<file path="config.mk">
export PLATFORM = sky130hd
export DESIGN_NAME = power_down_wakeup_control
export DESIGN_NICKNAME = d
export VERILOG_FILES = /design/src/hdl/pwr_pkg.sv /design/src/hdl/pin_edge_sync.sv /design/src/hdl/power_down_wakeup_control.sv
export VERILOG_INCLUDE_DIRS = /design/src /design/src/hdl
export SDC_FILE = /design/constraint.sdc
export NUM_CORES = 1
export LEC_CHECK = 0
export BUFFER_PORTS_ARGS = -buffer_cell sky130_fd_sc_hd__buf_4
export CAP_MARGIN = 20
export CORE_UTILIZATION = 53
export CTS_BUF_LIST = sky130_fd_sc_hd__clkbuf_16
export DETAILED_ROUTE_END_ITERATION = 8
export PLACE_DENSITY = 0.86
export SETUP_SLACK_MARGIN = 0.02
export SLEW_MARGIN = 20
export SYNTH_ARGS = -nofsm -noshare
export SYNTH_HDL_FRONTEND = slang
export SYNTH_SLANG_ARGS = --single-unit
</file>
<file path="constraint.sdc">
create_clock -name I_SYS_CLK -period 2.33 [get_ports I_SYS_CLK]
set_input_delay 0.3495 -clock I_SYS_CLK [delete_from_list [all_inputs] [get_ports I_SYS_CLK]]
set_output_delay 0.3495 -clock I_SYS_CLK [all_outputs]
set_load 0.05 [all_outputs]
</file>
<file path="src/hdl/pwr_defines.svh">
// constants of the power-down and wake-up controller
`ifndef PWR_DEFINES_SVH
`define PWR_DEFINES_SVH

// register map, byte addresses
`define ADDR_W 8
`define ADDR_CONFIG 8'h00
`define ADDR_STATUS 8'h04
`define RESP_OKAY 2'b00
`define RESP_SLVERR 2'b10

// config register fields
`define CFG_OSC_RC 0
`define CFG_WDT_EN 1
`define CFG_WDT_SRC_SYS 2
`define CFG_CLR_TWO 3
`define CFG_WDT_OSC_OFF 4
`define CFG_PA_WAKE_LO 8
`define CFG_RESET 32'h0000_0002

// status register fields
`define ST_PDF 0
`define ST_TO 1
`define ST_STATE_LO 4
`define ST_WAKE_LO 8
`define ST_SVC 12

// widths
`define PA_W 8
`define INT_W 4
`define WDT_PRE_W 15

// restart delay in system clock periods; the block clock is the system clock
`define RESTART_PERIODS 1024
`define RESTART_CYCLES (`RESTART_PERIODS)
`define RESTART_LAST 10'h3FF

`endif

</file>
<file path="src/hdl/pwr_pkg.sv">
// types of the power-down and wake-up controller
package pwr_pkg;
   typedef enum logic [1:0] {
      ST_RUN = 2'b00,
      ST_HALT = 2'b01,
      ST_RESTART = 2'b10
   } pwr_state_t;

   typedef enum logic [2:0] {
      WAKE_NONE = 3'b000,
      WAKE_EXT_RESET = 3'b001,
      WAKE_PORT_A = 3'b010,
      WAKE_INT = 3'b011,
      WAKE_WDT = 3'b100
   } wake_src_t;
endpackage

</file>
<file path="src/hdl/pin_edge_sync.sv">
// two-stage pin synchroniser with edge pulses
`timescale 1ns/100ps
module pin_edge_sync #(
   parameter int W = 1
) (
   // clock and reset
   input wire logic i_clk,
   input wire logic i_rst_n,
   // pins
   input wire logic [W-1:0] i_pin,
   // synchronised level and edges
   output logic [W-1:0] o_level,
   output logic [W-1:0] o_fall,
   output logic [W-1:0] o_rise
);
   logic [W-1:0] meta_r;
   logic [W-1:0] sync_r;
   logic [W-1:0] prev_r;

   // idle-high pins, so no false edge out of reset
   always_ff @(posedge i_clk)
   begin
      if (!i_rst_n)
      begin
         meta_r <= {W{1'b1}};
         sync_r <= {W{1'b1}};
         prev_r <= {W{1'b1}};
      end
      else
      begin
         meta_r <= i_pin;
         sync_r <= meta_r;
         prev_r <= sync_r;
      end
   end

   assign o_level = sync_r;
   assign o_fall = prev_r & ~sync_r;
   assign o_rise = ~prev_r & sync_r;
endmodule

</file>
<file path="src/hdl/power_down_wakeup_control.sv">
// power-down, wake-up, restart delay, watchdog and clock source control
// =============================================================
// Notes on behaviour
// - clock from crystal or RC, by option
// - RC mode drives clock/4 open-drain on pin
// - clock stops in halt; watchdog oscillator runs
// - option switches watchdog oscillator off
// - only halt enters power-down; program holds
// - state, memory and ports kept while halted
// - halt clears watchdog; runs only on own oscillator
// - halt sets power-down flag, clears timeout flag
// - four wake sources: reset, pin, interrupt, watchdog
// - reset wake: full reset; watchdog wake: watchdog reset
// - watchdog wake sets timeout, resets only PC/SP
// - power-up or watchdog clear clears power-down flag
// - per-pin option enables Port A falling-edge wake
// - pin wake resumes after halt
// - disabled or stack-full interrupt resumes after halt
// - enabled interrupt with free stack is serviced
// - interrupt pending at halt cannot wake
// - 1024 clock wait after wake, then next instruction
// - service routine starts a cycle after the wait
// - flags 1/1 after halt timeout, 0/0 power-on
`timescale 1ns/100ps
`include "pwr_defines.svh"
module power_down_wakeup_control (
   // clock and power-on reset
   input wire logic I_SYS_CLK,
   input wire logic I_RESET_N,
   // axi4-lite slave
   input wire logic [`ADDR_W-1:0] I_AWADDR,
   input wire logic I_AWVALID,
   output logic O_AWREADY,
   input wire logic [31:0] I_WDATA,
   input wire logic [3:0] I_WSTRB,
   input wire logic I_WVALID,
   output logic O_WREADY,
   output logic [1:0] O_BRESP,
   output logic O_BVALID,
   input wire logic I_BREADY,
   input wire logic [`ADDR_W-1:0] I_ARADDR,
   input wire logic I_ARVALID,
   output logic O_ARREADY,
   output logic [31:0] O_RDATA,
   output logic [1:0] O_RRESP,
   output logic O_RVALID,
   input wire logic I_RREADY,
   // pins
   input wire logic I_EXTERNAL_RESET_PIN_N,
   input wire logic [`PA_W-1:0] I_PORT_A_PIN,
   input wire logic I_WDT_OSC,
   output logic O_OSCILLATOR_OUTPUT_PIN,
   output logic O_OSCILLATOR_OUTPUT_PIN_OE,
   // cpu core events and interrupt state
   input wire logic I_HALT_EXEC,
   input wire logic I_CLR_WDT1_EXEC,
   input wire logic I_CLR_WDT2_EXEC,
   input wire logic [`INT_W-1:0] I_INT_REQ,
   input wire logic [`INT_W-1:0] I_INT_EN,
   input wire logic I_STACK_FULL,
   // clock and execution control
   output logic O_OSC_SEL_RC,
   output logic O_SYS_CLK_EN,
   output logic O_WDT_OSC_EN,
   output logic O_CPU_RUN,
   output logic O_SYS_RESET,
   output logic O_PC_SP_RESET,
   output logic O_RESUME,
   output logic O_INT_ACCEPT,
   // status flags
   output logic O_POWER_DOWN_FLAG,
   output logic O_TIMEOUT_FLAG
);
   // =============================================================
   // declarations
   pwr_pkg::pwr_state_t state_r;
   pwr_pkg::wake_src_t wake_r;
   logic [31:0] cfg_r;
   logic aw_got_r, w_got_r;
   logic [`ADDR_W-1:0] awaddr_r;
   logic [31:0] wdata_r;
   logic [3:0] wstrb_r;
   logic wr_en;
   logic [`PA_W-1:0] pa_fall;
   logic rst_level;
   logic wdt_osc_level, rst_rise;
   logic wdt_osc_rise;
   logic [1:0] div_r;
   logic [`WDT_PRE_W-1:0] wdt_pre_r;
   logic wdt_top_r;
   logic wdt_tick, wdt_ovf, wdt_clear;
   logic clr1_seen_r, clr2_seen_r, clr_done;
   logic pdf_r, to_r;
   logic [`INT_W-1:0] int_mask_r;
   logic [`INT_W-1:0] int_wake;
   logic pa_wake, halt_take;
   logic [9:0] rs_cnt_r;
   logic svc_r;
   logic sys_rst_r, pcsp_rst_r, resume_r, int_acc_r;

   // set wins over a clear arriving in the same cycle
   function automatic logic flag_next(input logic cur, input logic set, input logic clr);
      flag_next = set | (cur & ~clr);
   endfunction

   // =============================================================
   // pin synchronisers
   pin_edge_sync #(.W(`PA_W)) u_pa_sync (
      .i_clk(I_SYS_CLK),
      .i_rst_n(I_RESET_N),
      .i_pin(I_PORT_A_PIN),
      .o_level(),
      .o_fall(pa_fall),
      .o_rise()
   );

   pin_edge_sync #(.W(2)) u_misc_sync (
      .i_clk(I_SYS_CLK),
      .i_rst_n(I_RESET_N),
      .i_pin({I_EXTERNAL_RESET_PIN_N, I_WDT_OSC}),
      .o_level({rst_level, wdt_osc_level}),
      .o_fall(),
      .o_rise({rst_rise, wdt_osc_rise})
   );

   // =============================================================
   // axi4-lite slave
   assign O_AWREADY = !aw_got_r && !O_BVALID;
   assign O_WREADY = !w_got_r && !O_BVALID;
   assign O_ARREADY = !O_RVALID;
   assign wr_en = aw_got_r && w_got_r;

   always_ff @(posedge I_SYS_CLK)
   begin
      if (!I_RESET_N)
      begin
         aw_got_r <= 1'b0;
         w_got_r <= 1'b0;
         awaddr_r <= '0;
         wdata_r <= '0;
         wstrb_r <= '0;
         O_BVALID <= 1'b0;
         O_BRESP <= `RESP_OKAY;
      end
      else
      begin
         if (I_AWVALID && O_AWREADY)
         begin
            aw_got_r <= 1'b1;
            awaddr_r <= I_AWADDR;
         end
         if (I_WVALID && O_WREADY)
         begin
            w_got_r <= 1'b1;
            wdata_r <= I_WDATA;
            wstrb_r <= I_WSTRB;
         end
         if (wr_en)
         begin
            aw_got_r <= 1'b0;
            w_got_r <= 1'b0;
            O_BVALID <= 1'b1;
            O_BRESP <= (awaddr_r == `ADDR_CONFIG) ? `RESP_OKAY : `RESP_SLVERR;
         end
         else if (O_BVALID && I_BREADY)
         begin
            O_BVALID <= 1'b0;
         end
      end
   end

   // option bits; software plays the programmer here
   always_ff @(posedge I_SYS_CLK)
   begin
      if (!I_RESET_N)
      begin
         cfg_r <= `CFG_RESET;
      end
      else if (wr_en && awaddr_r == `ADDR_CONFIG)
      begin
         for (int b = 0; b < 2; b++)
         begin
            if (wstrb_r[b])
            begin
               cfg_r[b*8 +: 8] <= wdata_r[b*8 +: 8];
            end
         end
      end
   end

   always_ff @(posedge I_SYS_CLK)
   begin
      if (!I_RESET_N)
      begin
         O_RVALID <= 1'b0;
         O_RDATA <= '0;
         O_RRESP <= `RESP_OKAY;
      end
      else if (I_ARVALID && O_ARREADY)
      begin
         O_RVALID <= 1'b1;
         O_RRESP <= `RESP_OKAY;
         O_RDATA <= '0;
         if (I_ARADDR == `ADDR_CONFIG)
         begin
            O_RDATA <= {16'h0000, cfg_r[15:0]};
         end
         else if (I_ARADDR == `ADDR_STATUS)
         begin
            O_RDATA[`ST_PDF] <= pdf_r;
            O_RDATA[`ST_TO] <= to_r;
            O_RDATA[`ST_STATE_LO +: 2] <= state_r;
            O_RDATA[`ST_WAKE_LO +: 3] <= wake_r;
            O_RDATA[`ST_SVC] <= svc_r;
         end
         else
         begin
            O_RRESP <= `RESP_SLVERR;
         end
      end
      else if (O_RVALID && I_RREADY)
      begin
         O_RVALID <= 1'b0;
      end
   end

   // =============================================================
   // clock source and divided clock output
   assign O_OSC_SEL_RC = cfg_r[`CFG_OSC_RC];
   assign O_SYS_CLK_EN = (state_r != pwr_pkg::ST_HALT);
   assign O_WDT_OSC_EN = !cfg_r[`CFG_WDT_OSC_OFF];
   assign O_OSCILLATOR_OUTPUT_PIN = 1'b0;
   // open drain: pull low for half of each four-clock period
   assign O_OSCILLATOR_OUTPUT_PIN_OE = cfg_r[`CFG_OSC_RC] && O_SYS_CLK_EN && !div_r[1];

   always_ff @(posedge I_SYS_CLK)
   begin
      if (!I_RESET_N)
      begin
         div_r <= 2'h0;
      end
      else if (O_SYS_CLK_EN)
      begin
         div_r <= div_r + 2'h1;
      end
   end

   // =============================================================
   // watchdog: 15-bit prescaler plus a clearable last stage
   assign wdt_tick = cfg_r[`CFG_WDT_EN] &&
      (cfg_r[`CFG_WDT_SRC_SYS] ? (O_SYS_CLK_EN && div_r == 2'h3)
                               : (O_WDT_OSC_EN && wdt_osc_rise));
   assign wdt_ovf = wdt_tick && wdt_top_r && (&wdt_pre_r);
   assign clr_done = cfg_r[`CFG_CLR_TWO]
      ? ((I_CLR_WDT1_EXEC || clr1_seen_r) && (I_CLR_WDT2_EXEC || clr2_seen_r))
      : (I_CLR_WDT1_EXEC || I_CLR_WDT2_EXEC);
   assign halt_take = I_HALT_EXEC && state_r == pwr_pkg::ST_RUN && rst_level;
   assign wdt_clear = halt_take || clr_done || !rst_level;

   always_ff @(posedge I_SYS_CLK)
   begin
      if (!I_RESET_N || clr_done || !cfg_r[`CFG_CLR_TWO])
      begin
         clr1_seen_r <= 1'b0;
         clr2_seen_r <= 1'b0;
      end
      else
      begin
         clr1_seen_r <= clr1_seen_r | I_CLR_WDT1_EXEC;
         clr2_seen_r <= clr2_seen_r | I_CLR_WDT2_EXEC;
      end
   end

   // only the last stage clears, so a timeout spans one to two wraps
   always_ff @(posedge I_SYS_CLK)
   begin
      if (!I_RESET_N)
      begin
         wdt_pre_r <= '0;
         wdt_top_r <= 1'b0;
      end
      else
      begin
         if (wdt_tick)
         begin
            wdt_pre_r <= wdt_pre_r + 15'h0001;
         end
         if (wdt_clear)
         begin
            wdt_top_r <= 1'b0;
         end
         else if (wdt_tick && (&wdt_pre_r))
         begin
            wdt_top_r <= !wdt_top_r;
         end
      end
   end

   // =============================================================
   // status flags; external reset leaves both unchanged
   always_ff @(posedge I_SYS_CLK)
   begin
      if (!I_RESET_N)
      begin
         pdf_r <= 1'b0;
         to_r <= 1'b0;
      end
      else
      begin
         pdf_r <= flag_next(pdf_r, halt_take, clr_done);
         to_r <= flag_next(to_r, wdt_ovf, halt_take);
      end
   end

   assign O_POWER_DOWN_FLAG = pdf_r;
   assign O_TIMEOUT_FLAG = to_r;

   // =============================================================
   // wake sources
   assign pa_wake = |(pa_fall & cfg_r[`CFG_PA_WAKE_LO +: `PA_W]);
   assign int_wake = I_INT_REQ & ~int_mask_r;

   // requests already pending at halt are barred from waking
   always_ff @(posedge I_SYS_CLK)
   begin
      if (!I_RESET_N)
      begin
         int_mask_r <= '0;
      end
      else if (halt_take)
      begin
         int_mask_r <= I_INT_REQ;
      end
   end

   // =============================================================
   // power state machine; the core holds everything while halted
   always_ff @(posedge I_SYS_CLK)
   begin
      if (!I_RESET_N)
      begin
         state_r <= pwr_pkg::ST_RESTART;
         wake_r <= pwr_pkg::WAKE_NONE;
         svc_r <= 1'b0;
         rs_cnt_r <= '0;
      end
      else if (!rst_level)
      begin
         state_r <= pwr_pkg::ST_RESTART;
         wake_r <= pwr_pkg::WAKE_EXT_RESET;
         svc_r <= 1'b0;
         rs_cnt_r <= '0;
      end
      else
      begin
         unique case (state_r)
            pwr_pkg::ST_RUN:
            begin
               if (wdt_ovf)
               begin
                  state_r <= pwr_pkg::ST_RESTART;
                  rs_cnt_r <= '0;
               end
               else if (halt_take)
               begin
                  state_r <= pwr_pkg::ST_HALT;
                  wake_r <= pwr_pkg::WAKE_NONE;
                  svc_r <= 1'b0;
               end
            end
            pwr_pkg::ST_HALT:
            begin
               rs_cnt_r <= '0;
               if (wdt_ovf)
               begin
                  state_r <= pwr_pkg::ST_RESTART;
                  wake_r <= pwr_pkg::WAKE_WDT;
               end
               else if (pa_wake)
               begin
                  state_r <= pwr_pkg::ST_RESTART;
                  wake_r <= pwr_pkg::WAKE_PORT_A;
               end
               else if (|int_wake)
               begin
                  state_r <= pwr_pkg::ST_RESTART;
                  wake_r <= pwr_pkg::WAKE_INT;
                  svc_r <= (|(int_wake & I_INT_EN)) && !I_STACK_FULL;
               end
            end
            pwr_pkg::ST_RESTART:
            begin
               if (rs_cnt_r == `RESTART_LAST)
               begin
                  state_r <= pwr_pkg::ST_RUN;
               end
               else
               begin
                  rs_cnt_r <= rs_cnt_r + 10'h001;
               end
            end
            default:
            begin
               state_r <= pwr_pkg::ST_RESTART;
            end
         endcase
      end
   end

   // =============================================================
   // pulses to the core
   always_ff @(posedge I_SYS_CLK)
   begin
      if (!I_RESET_N)
      begin
         sys_rst_r <= 1'b1;
         pcsp_rst_r <= 1'b0;
         resume_r <= 1'b0;
         int_acc_r <= 1'b0;
      end
      else
      begin
         sys_rst_r <= !rst_level || (wdt_ovf && state_r == pwr_pkg::ST_RUN);
         pcsp_rst_r <= rst_level && wdt_ovf && state_r == pwr_pkg::ST_HALT;
         resume_r <= rst_level && state_r == pwr_pkg::ST_RESTART
            && rs_cnt_r == `RESTART_LAST;
         int_acc_r <= resume_r && svc_r;
      end
   end

   assign O_SYS_RESET = sys_rst_r;
   assign O_PC_SP_RESET = pcsp_rst_r;
   assign O_RESUME = resume_r;
   assign O_INT_ACCEPT = int_acc_r;
   assign O_CPU_RUN = (state_r == pwr_pkg::ST_RUN);
endmodule

</file>
Yosys cells after proc, flatten, opt, wreduce, memory -nomap -nowiden

Index checks and enable logic that the tools add are counted.
Widths: inputs -> output; s select.

Add/sub/neg operators: 3
Equal/unequal tests: 20
Mux-type cells: 44
Bitwise operators: 17
Reduce and logical (&&, ||, !) cells: 67

Operators by type and width:

| kind                  | count |
|---|---|
| $mux 2                | 15 |
| $pmux 10 s3           | 1 |
| $logic_and 1x1->1     | 27 |
| $mux 3                | 8 |
| $mux 10               | 2 |
| $and 8x8->8           | 2 |
| $logic_not 8->1       | 2 |
| $add 15x1->15 const B | 1 |
| $mux 1                | 15 |
| $reduce_and 15->1     | 1 |
| $ne 2x2->1 const B    | 6 |
| $logic_not 1->1       | 11 |
| $add 10x1->10 const B | 1 |
| $eq 10x10->1 const B  | 1 |
| $ne 3x3->1 const B    | 3 |
| $and 4x4->4           | 2 |
| $eq 8x3->1 const B    | 1 |
| $logic_or 1x1->1      | 8 |
| $not 8->8             | 1 |
| $reduce_and 4->1      | 2 |
| $reduce_or 4->1       | 2 |
| $reduce_or 8->1       | 1 |
| $ne 2x1->1 const B    | 3 |
| $pmux 2 s3            | 1 |
| 19 further kinds      | 34 |

Bits in registers: 157
Input bits: 81
Word-level logic and storage cells: 186

Depth between registers and ports, before layout

Depth after elaboration: 10
Mapped depth: 9
Mapped depth without buffers: 7

Modules after synthesis

A second synthesis with hierarchy kept.

Cells, all modules: 625
Area total of the unflattened synthesis: 5691.7 um^2

By module, submodules not included:

| module                      | instances | cells an instance | area each (um^2) | sequential area each (um^2) |
|---|---|---|---|---|
| power_down_wakeup_control   | 1         | 543               | 4764.6           | 2202.1 |
| pin_edge_sync (u_pa_sync)   | 1         | 66                | 744.5            | 480.5 |
| pin_edge_sync (u_misc_sync) | 1         | 16                | 182.7            | 120.1 |

Worst setup path after synthesis

OpenSTA, ideal clock, no wires.

Path kind: register to register
Start: register O_BVALID
End: register wdata_r[10]
Library setup time: 0.076 ns
Arrival: 2.200 ns
Setup slack: 0.054 ns
Stages on the path, launching flop included: 7
Buffers on the path: 2
Path through: dfxtp_1 nor2_1 and2_1 clkbuf_1 clkbuf_1 nand2_1 a21boi_0

Word-level cells in the longest chain between the ends: 3

RTL lines:

| element                | RTL line                         | source |
|---|---|---|
| start, declared        | power_down_wakeup_control.sv:39  | `output logic O_BVALID,` |
| start signal, assigned | power_down_wakeup_control.sv:142 | `O_BVALID <= 1'b0;` |
| start signal, assigned | power_down_wakeup_control.sv:162 | `O_BVALID <= 1'b1;` |
| start signal, assigned | power_down_wakeup_control.sv:167 | `O_BVALID <= 1'b0;` |
| $logic_not 1->1        | power_down_wakeup_control.sv:129 | `assign O_WREADY = !w_got_r && !O_BVALID;` |
| $logic_and 1x1->1      | power_down_wakeup_control.sv:129 |  |
| named net O_WREADY     | power_down_wakeup_control.sv:37  | `output logic O_WREADY,` |
| $logic_and 1x1->1      | power_down_wakeup_control.sv:152 | `if (I_WVALID && O_WREADY)` |
| end signal, assigned   | power_down_wakeup_control.sv:140 | `wdata_r <= '0;` |
| end signal, assigned   | power_down_wakeup_control.sv:155 | `wdata_r <= I_WDATA;` |
| end, declared          | power_down_wakeup_control.sv:81  | `logic [31:0] wdata_r;` |

The timed path passes the listed nets, and every way through them passes these cells.
A chain may end at the register's enable or synchronous reset.

Final worst setup path

Start: register wdt_pre_r[0]
End: register rs_cnt_r[9]

Word-level cells in the longest chain between the ends: 4

RTL lines:

| element                           | RTL line                         | source |
|---|---|---|
| start, declared                   | power_down_wakeup_control.sv:89  | `` logic [`WDT_PRE_W-1:0] wdt_pre_r; `` |
| start signal, assigned            | power_down_wakeup_control.sv:286 | `wdt_pre_r <= wdt_pre_r + 15'h0001;` |
| $reduce_and 15->1                 | power_down_wakeup_control.sv:253 | `assign wdt_ovf = wdt_tick && wdt_top_r && (&wdt_pre_r);` |
| $logic_and 1x1->1                 | power_down_wakeup_control.sv:253 |  |
| $ne 2x1->1 (no source line)       | -                                |  |
| $reduce_and 3->1 (no source line) | -                                |  |
| end signal, assigned              | power_down_wakeup_control.sv:399 | `rs_cnt_r <= rs_cnt_r + 10'h001;` |
| end, declared                     | power_down_wakeup_control.sv:97  | `logic [9:0] rs_cnt_r;` |

No other way between the ends.

==> reports/summary.txt <==
Max-slew violation count: 0
Vias in the first global route: 4196
Initial Util: 54.71%
Hold Fails Final Rpt: 0
Detail Placement HPWL: 8.294 mm
Post-layout min period: 2.157 ns
Cell area after synthesis: 0.005648 mm2
Grt peak-use layer: met2
Cells after Synth: 599
Simple-Gate Fraction of Synth Area: 25.41%
Pre-CTS setup slack: 0.1054 ns
Flop2flop setup slack: 0.17 ns
Skew final: 0.009020 ns
Asr flop ratio synth: 0%
Relative slew slack: 55.40%
Avg Inst Size Synth: 9.429 um2
Unrepaired setup endpoints after global routing: no
RR Endpoint: rs_cnt_r[9]
Max Clk Rate: 0.4635 GHz
Storage cell area: 0.002783 mm2
Top-count cell post-synth: dfxtp_1
DR DRC count: 0
Hold wc startpoint: I_PORT_A_PIN[3]
Area share of the largest cell type after synthesis: 49.27%
Met1 global-route usage: 27.81%
DRT Pass-1 Iters: 4
Layout area overhead: 23.75%
Bufs and invs on worst path: 0
Nets: 776
Final Wtd Congestion: 0.8367
Antenna viol nets, final: 0
Post_cts resized: 0
Clock Latency Late Sink: 0.42 ns
I/O pin total: 134
Die Y: 105.2 um
Root Driver: clkbuf_16
Met2 usage: 41.82%
# Post-CTS Setup Buffers: 0
Largest family of logic cells by synthesized area: simple AND/OR/NAND/NOR gates
Compound-Gate Fraction of Synth Area: 12.43%
Adder-cell area share of the yosys netlist: 0.6646%
Tot GR Track Use: 23.67%
Synth area leaders: dfxtp_1 (49%), nand2_1 (6.4%), a21boi_0 (5.1%), nor2b_1 (4.4%), nand2b_1 (3.1%)
Vias/cell: 5.385
Met3 Track Usage GR: 4.638%
R2r worst-path depth: 7
Fillcell total: 771
Hold Path End: u_pa_sync.meta_r[3]
Ant diodes: 0
Worst slew pin tran: 0.6674 ns
Drt wl/cell: 15.12 um
CTS tree: built
Register bit total from synthesis: 139
Crit path depth: 7
Number of synthesized flops with an enable pin: 0
Final WS setup: 0.1727 ns
Buffers on Ports: 96
Crit path largest cell delay: 0.51 ns
Die W: 105.2 um
Die Area: 0.01107 mm2
Final setup fails: 0
Layout cells sized above 1: 21.70%
Main synth FF type: dfxtp_1
Post-CTS Hold Fix Bufs: 0
Fin Setup TNS: 0 ns
Post-Synth XOR/XNOR Area: 2.636%
Total wire length: 12.72 mm
CTS HTree Levels: 4
VDD IR max: 0.4517 mV
Leading area contributor after synthesis: dfxtp_1
Routed via count: 4529
DR iter-0 viols: 243
Hold Path Stages: 2
Tcrit/Tclk final: 92.59%
Crit path max fanout: 10
Slowest-stage cell, CP: or4_1
Core Footprint: 0.01032 mm2
Max cap viols: 0
GR Overflow Total: 0
Area occupied by multi-input gates: 0.002641 mm2
Pin count of the biggest net entering global routing: 102
Path type of the worst setup path: reg2reg
Hold Crit Class: in2reg
Most frequent cells after synthesis: dfxtp_1 (139), nand2_1 (97), nor2b_1 (40)
PwrDens: 799.7 mW/mm2
Delay-heaviest family, CP: simple AND/OR/NAND/NOR gates
Outcome: finished clean
Antenna violations before repair: 0
First-pass GRT wire length: 20.40 mm
Cells along the critical path: ha_1 > and4_2 > nand4_2 > nand3b_4 > o211a_4 > or4_1 > a21oi_1
Clk sinks: 139
Worst EP required: 2.68 ns
Core Rows: 37
Worst-path clk slew: 0.06 ns
Synth unique cells: 57
Worst setup EP type: register
Synth warn: 0
Num CTS Buffers: 17
Startpoint Class: register
P_leak: 2.940 nW
R2R Path Start: wdt_pre_r[0]
Clock Path Buffers: 2
Critical Path AT: 2.50 ns
Mux contribution to synthesized area: 4.231%
Sequential share of the synthesized area: 49.27%
## placed cells by master (no fill, tap or decap), types with 3 or more instances in the layout
cell type,netlist,layout
dfxtp_1,139,139
buf_4,19,100
nand2_1,97,97
nor2b_1,40,40
a21boi_0,38,38
nand2b_1,28,28
nor2_1,19,19
conb_1,1,19
and2_1,17,17
clkbuf_16,0,17
mux2i_1,16,16
a22oi_1,16,16
o21ai_0,14,14
nand3_1,12,12
xnor2_1,12,12
and3_1,8,8
nand4_1,8,8
a21oi_1,8,8
inv_1,6,7
mux2_2,7,7
nor4_1,6,6
xor2_1,5,5
inv_8,1,4
nand3b_1,4,4
o31ai_1,4,4
or4_1,4,4
and4_1,3,3
or3_1,3,3
a31oi_1,3,3
ha_1,3,3
clkinv_4,0,3
## state kept, by name (all words and copies together), names as in the netlist, 2 cells and up
name / count
u_misc_sync.o_level: 2
u_pa_sync.meta_r: 8
u_misc_sync.meta_r: 2
cfg_r: 16
wdata_r: 16
wstrb_r: 2
u_pa_sync.prev_r: 8
wdt_pre_r: 15
div_r: 2
state_r: 2
wake_r: 3
int_mask_r: 4
O_RDATA: 16
rs_cnt_r: 10
u_pa_sync.o_level: 8
awaddr_r: 8
## worst reg2reg max path: cells and delay by family, from the launching register on
family | cells | cell delay, ns
DFF | 1 | 0.38
AOI/OAI and AO/OA | 2 | 0.43
adders and majority gates | 1 | 0.21
and+or+nand+nor | 4 | 1.08
## report_power, final
group / switching, mW / internal (mW) / leakage, nW
Sequential: 0.0387 / 2.45 / 1.13
Combinational: 0.250 / 0.160 / 1.52
Clock: 1.10 / 1.60 / 0.288
## kinds of logic (layout without fill, tap and decap cells)
| logic type | Yosys count | in the layout |
|---|---|---|
| other cells | 1 | 19 |
| compound gates | 97 | 97 |
| flops | 139 | 139 |
| fa+ha+maj | 3 | 3 |
| simple gates | 267 | 267 |
| mux | 23 | 23 |
| xor+xnor | 17 | 17 |
| buf+inv | 52 | 140 |
## worst max-delay path by stage
stage | slack (ns) | endpoint | from
finish | 0.17 | rs_cnt_r[9] | wdt_pre_r[0]
global route | 0.02 | rs_cnt_r[7] | wdt_pre_r[0]
CTS | 0.11 | rs_cnt_r[9] | wdt_pre_r[0]
detailed placement | 0.11 | rs_cnt_r[9] | wdt_pre_r[0]
global placement | 0.20 | rs_cnt_r[9] | wdt_pre_r[0]
floorplan | 0.05 | wdata_r[10] | O_BVALID
## routing by layer
metal	vias to the layer above	share of wire, %
met5	-	0
met1	2148	42
met2	140	52
li1	2216	-
met4	0	1.9
met3	25	4.5
## per-stage QoR
step | area, um2 | total power, mW | utilization, % | hold slack (ns) | cells
after floorplan | 5715 | 2.822 | - | 0.3863 | 617
after global placement | 6391 | 2.926 | 61.91 | 0.3906 | 809
after detailed placement | 6391 | 2.940 | 61.91 | 0.3916 | 809
after CTS | 6982 | 5.602 | 67.63 | 0.09903 | 841
after global routing | 6989 | 5.762 | 67.70 | 0.1036 | 841
final | 6989 | 5.589 | 67.70 | 0.1068 | 841
## layout make-up
| type | count | area share, % |
|---|---|---|
| multi-input combinational | 426 | 37.79 |
| timing repair buffer | 101 | 11.03 |
| inverter | 7 | 0.4834 |
| clock buffer | 17 | 6.087 |
| sequential | 139 | 39.81 |
| clock inverter | 15 | 2.363 |
| tap | 136 | 2.435 |
(Power assumes the default switching activity.)
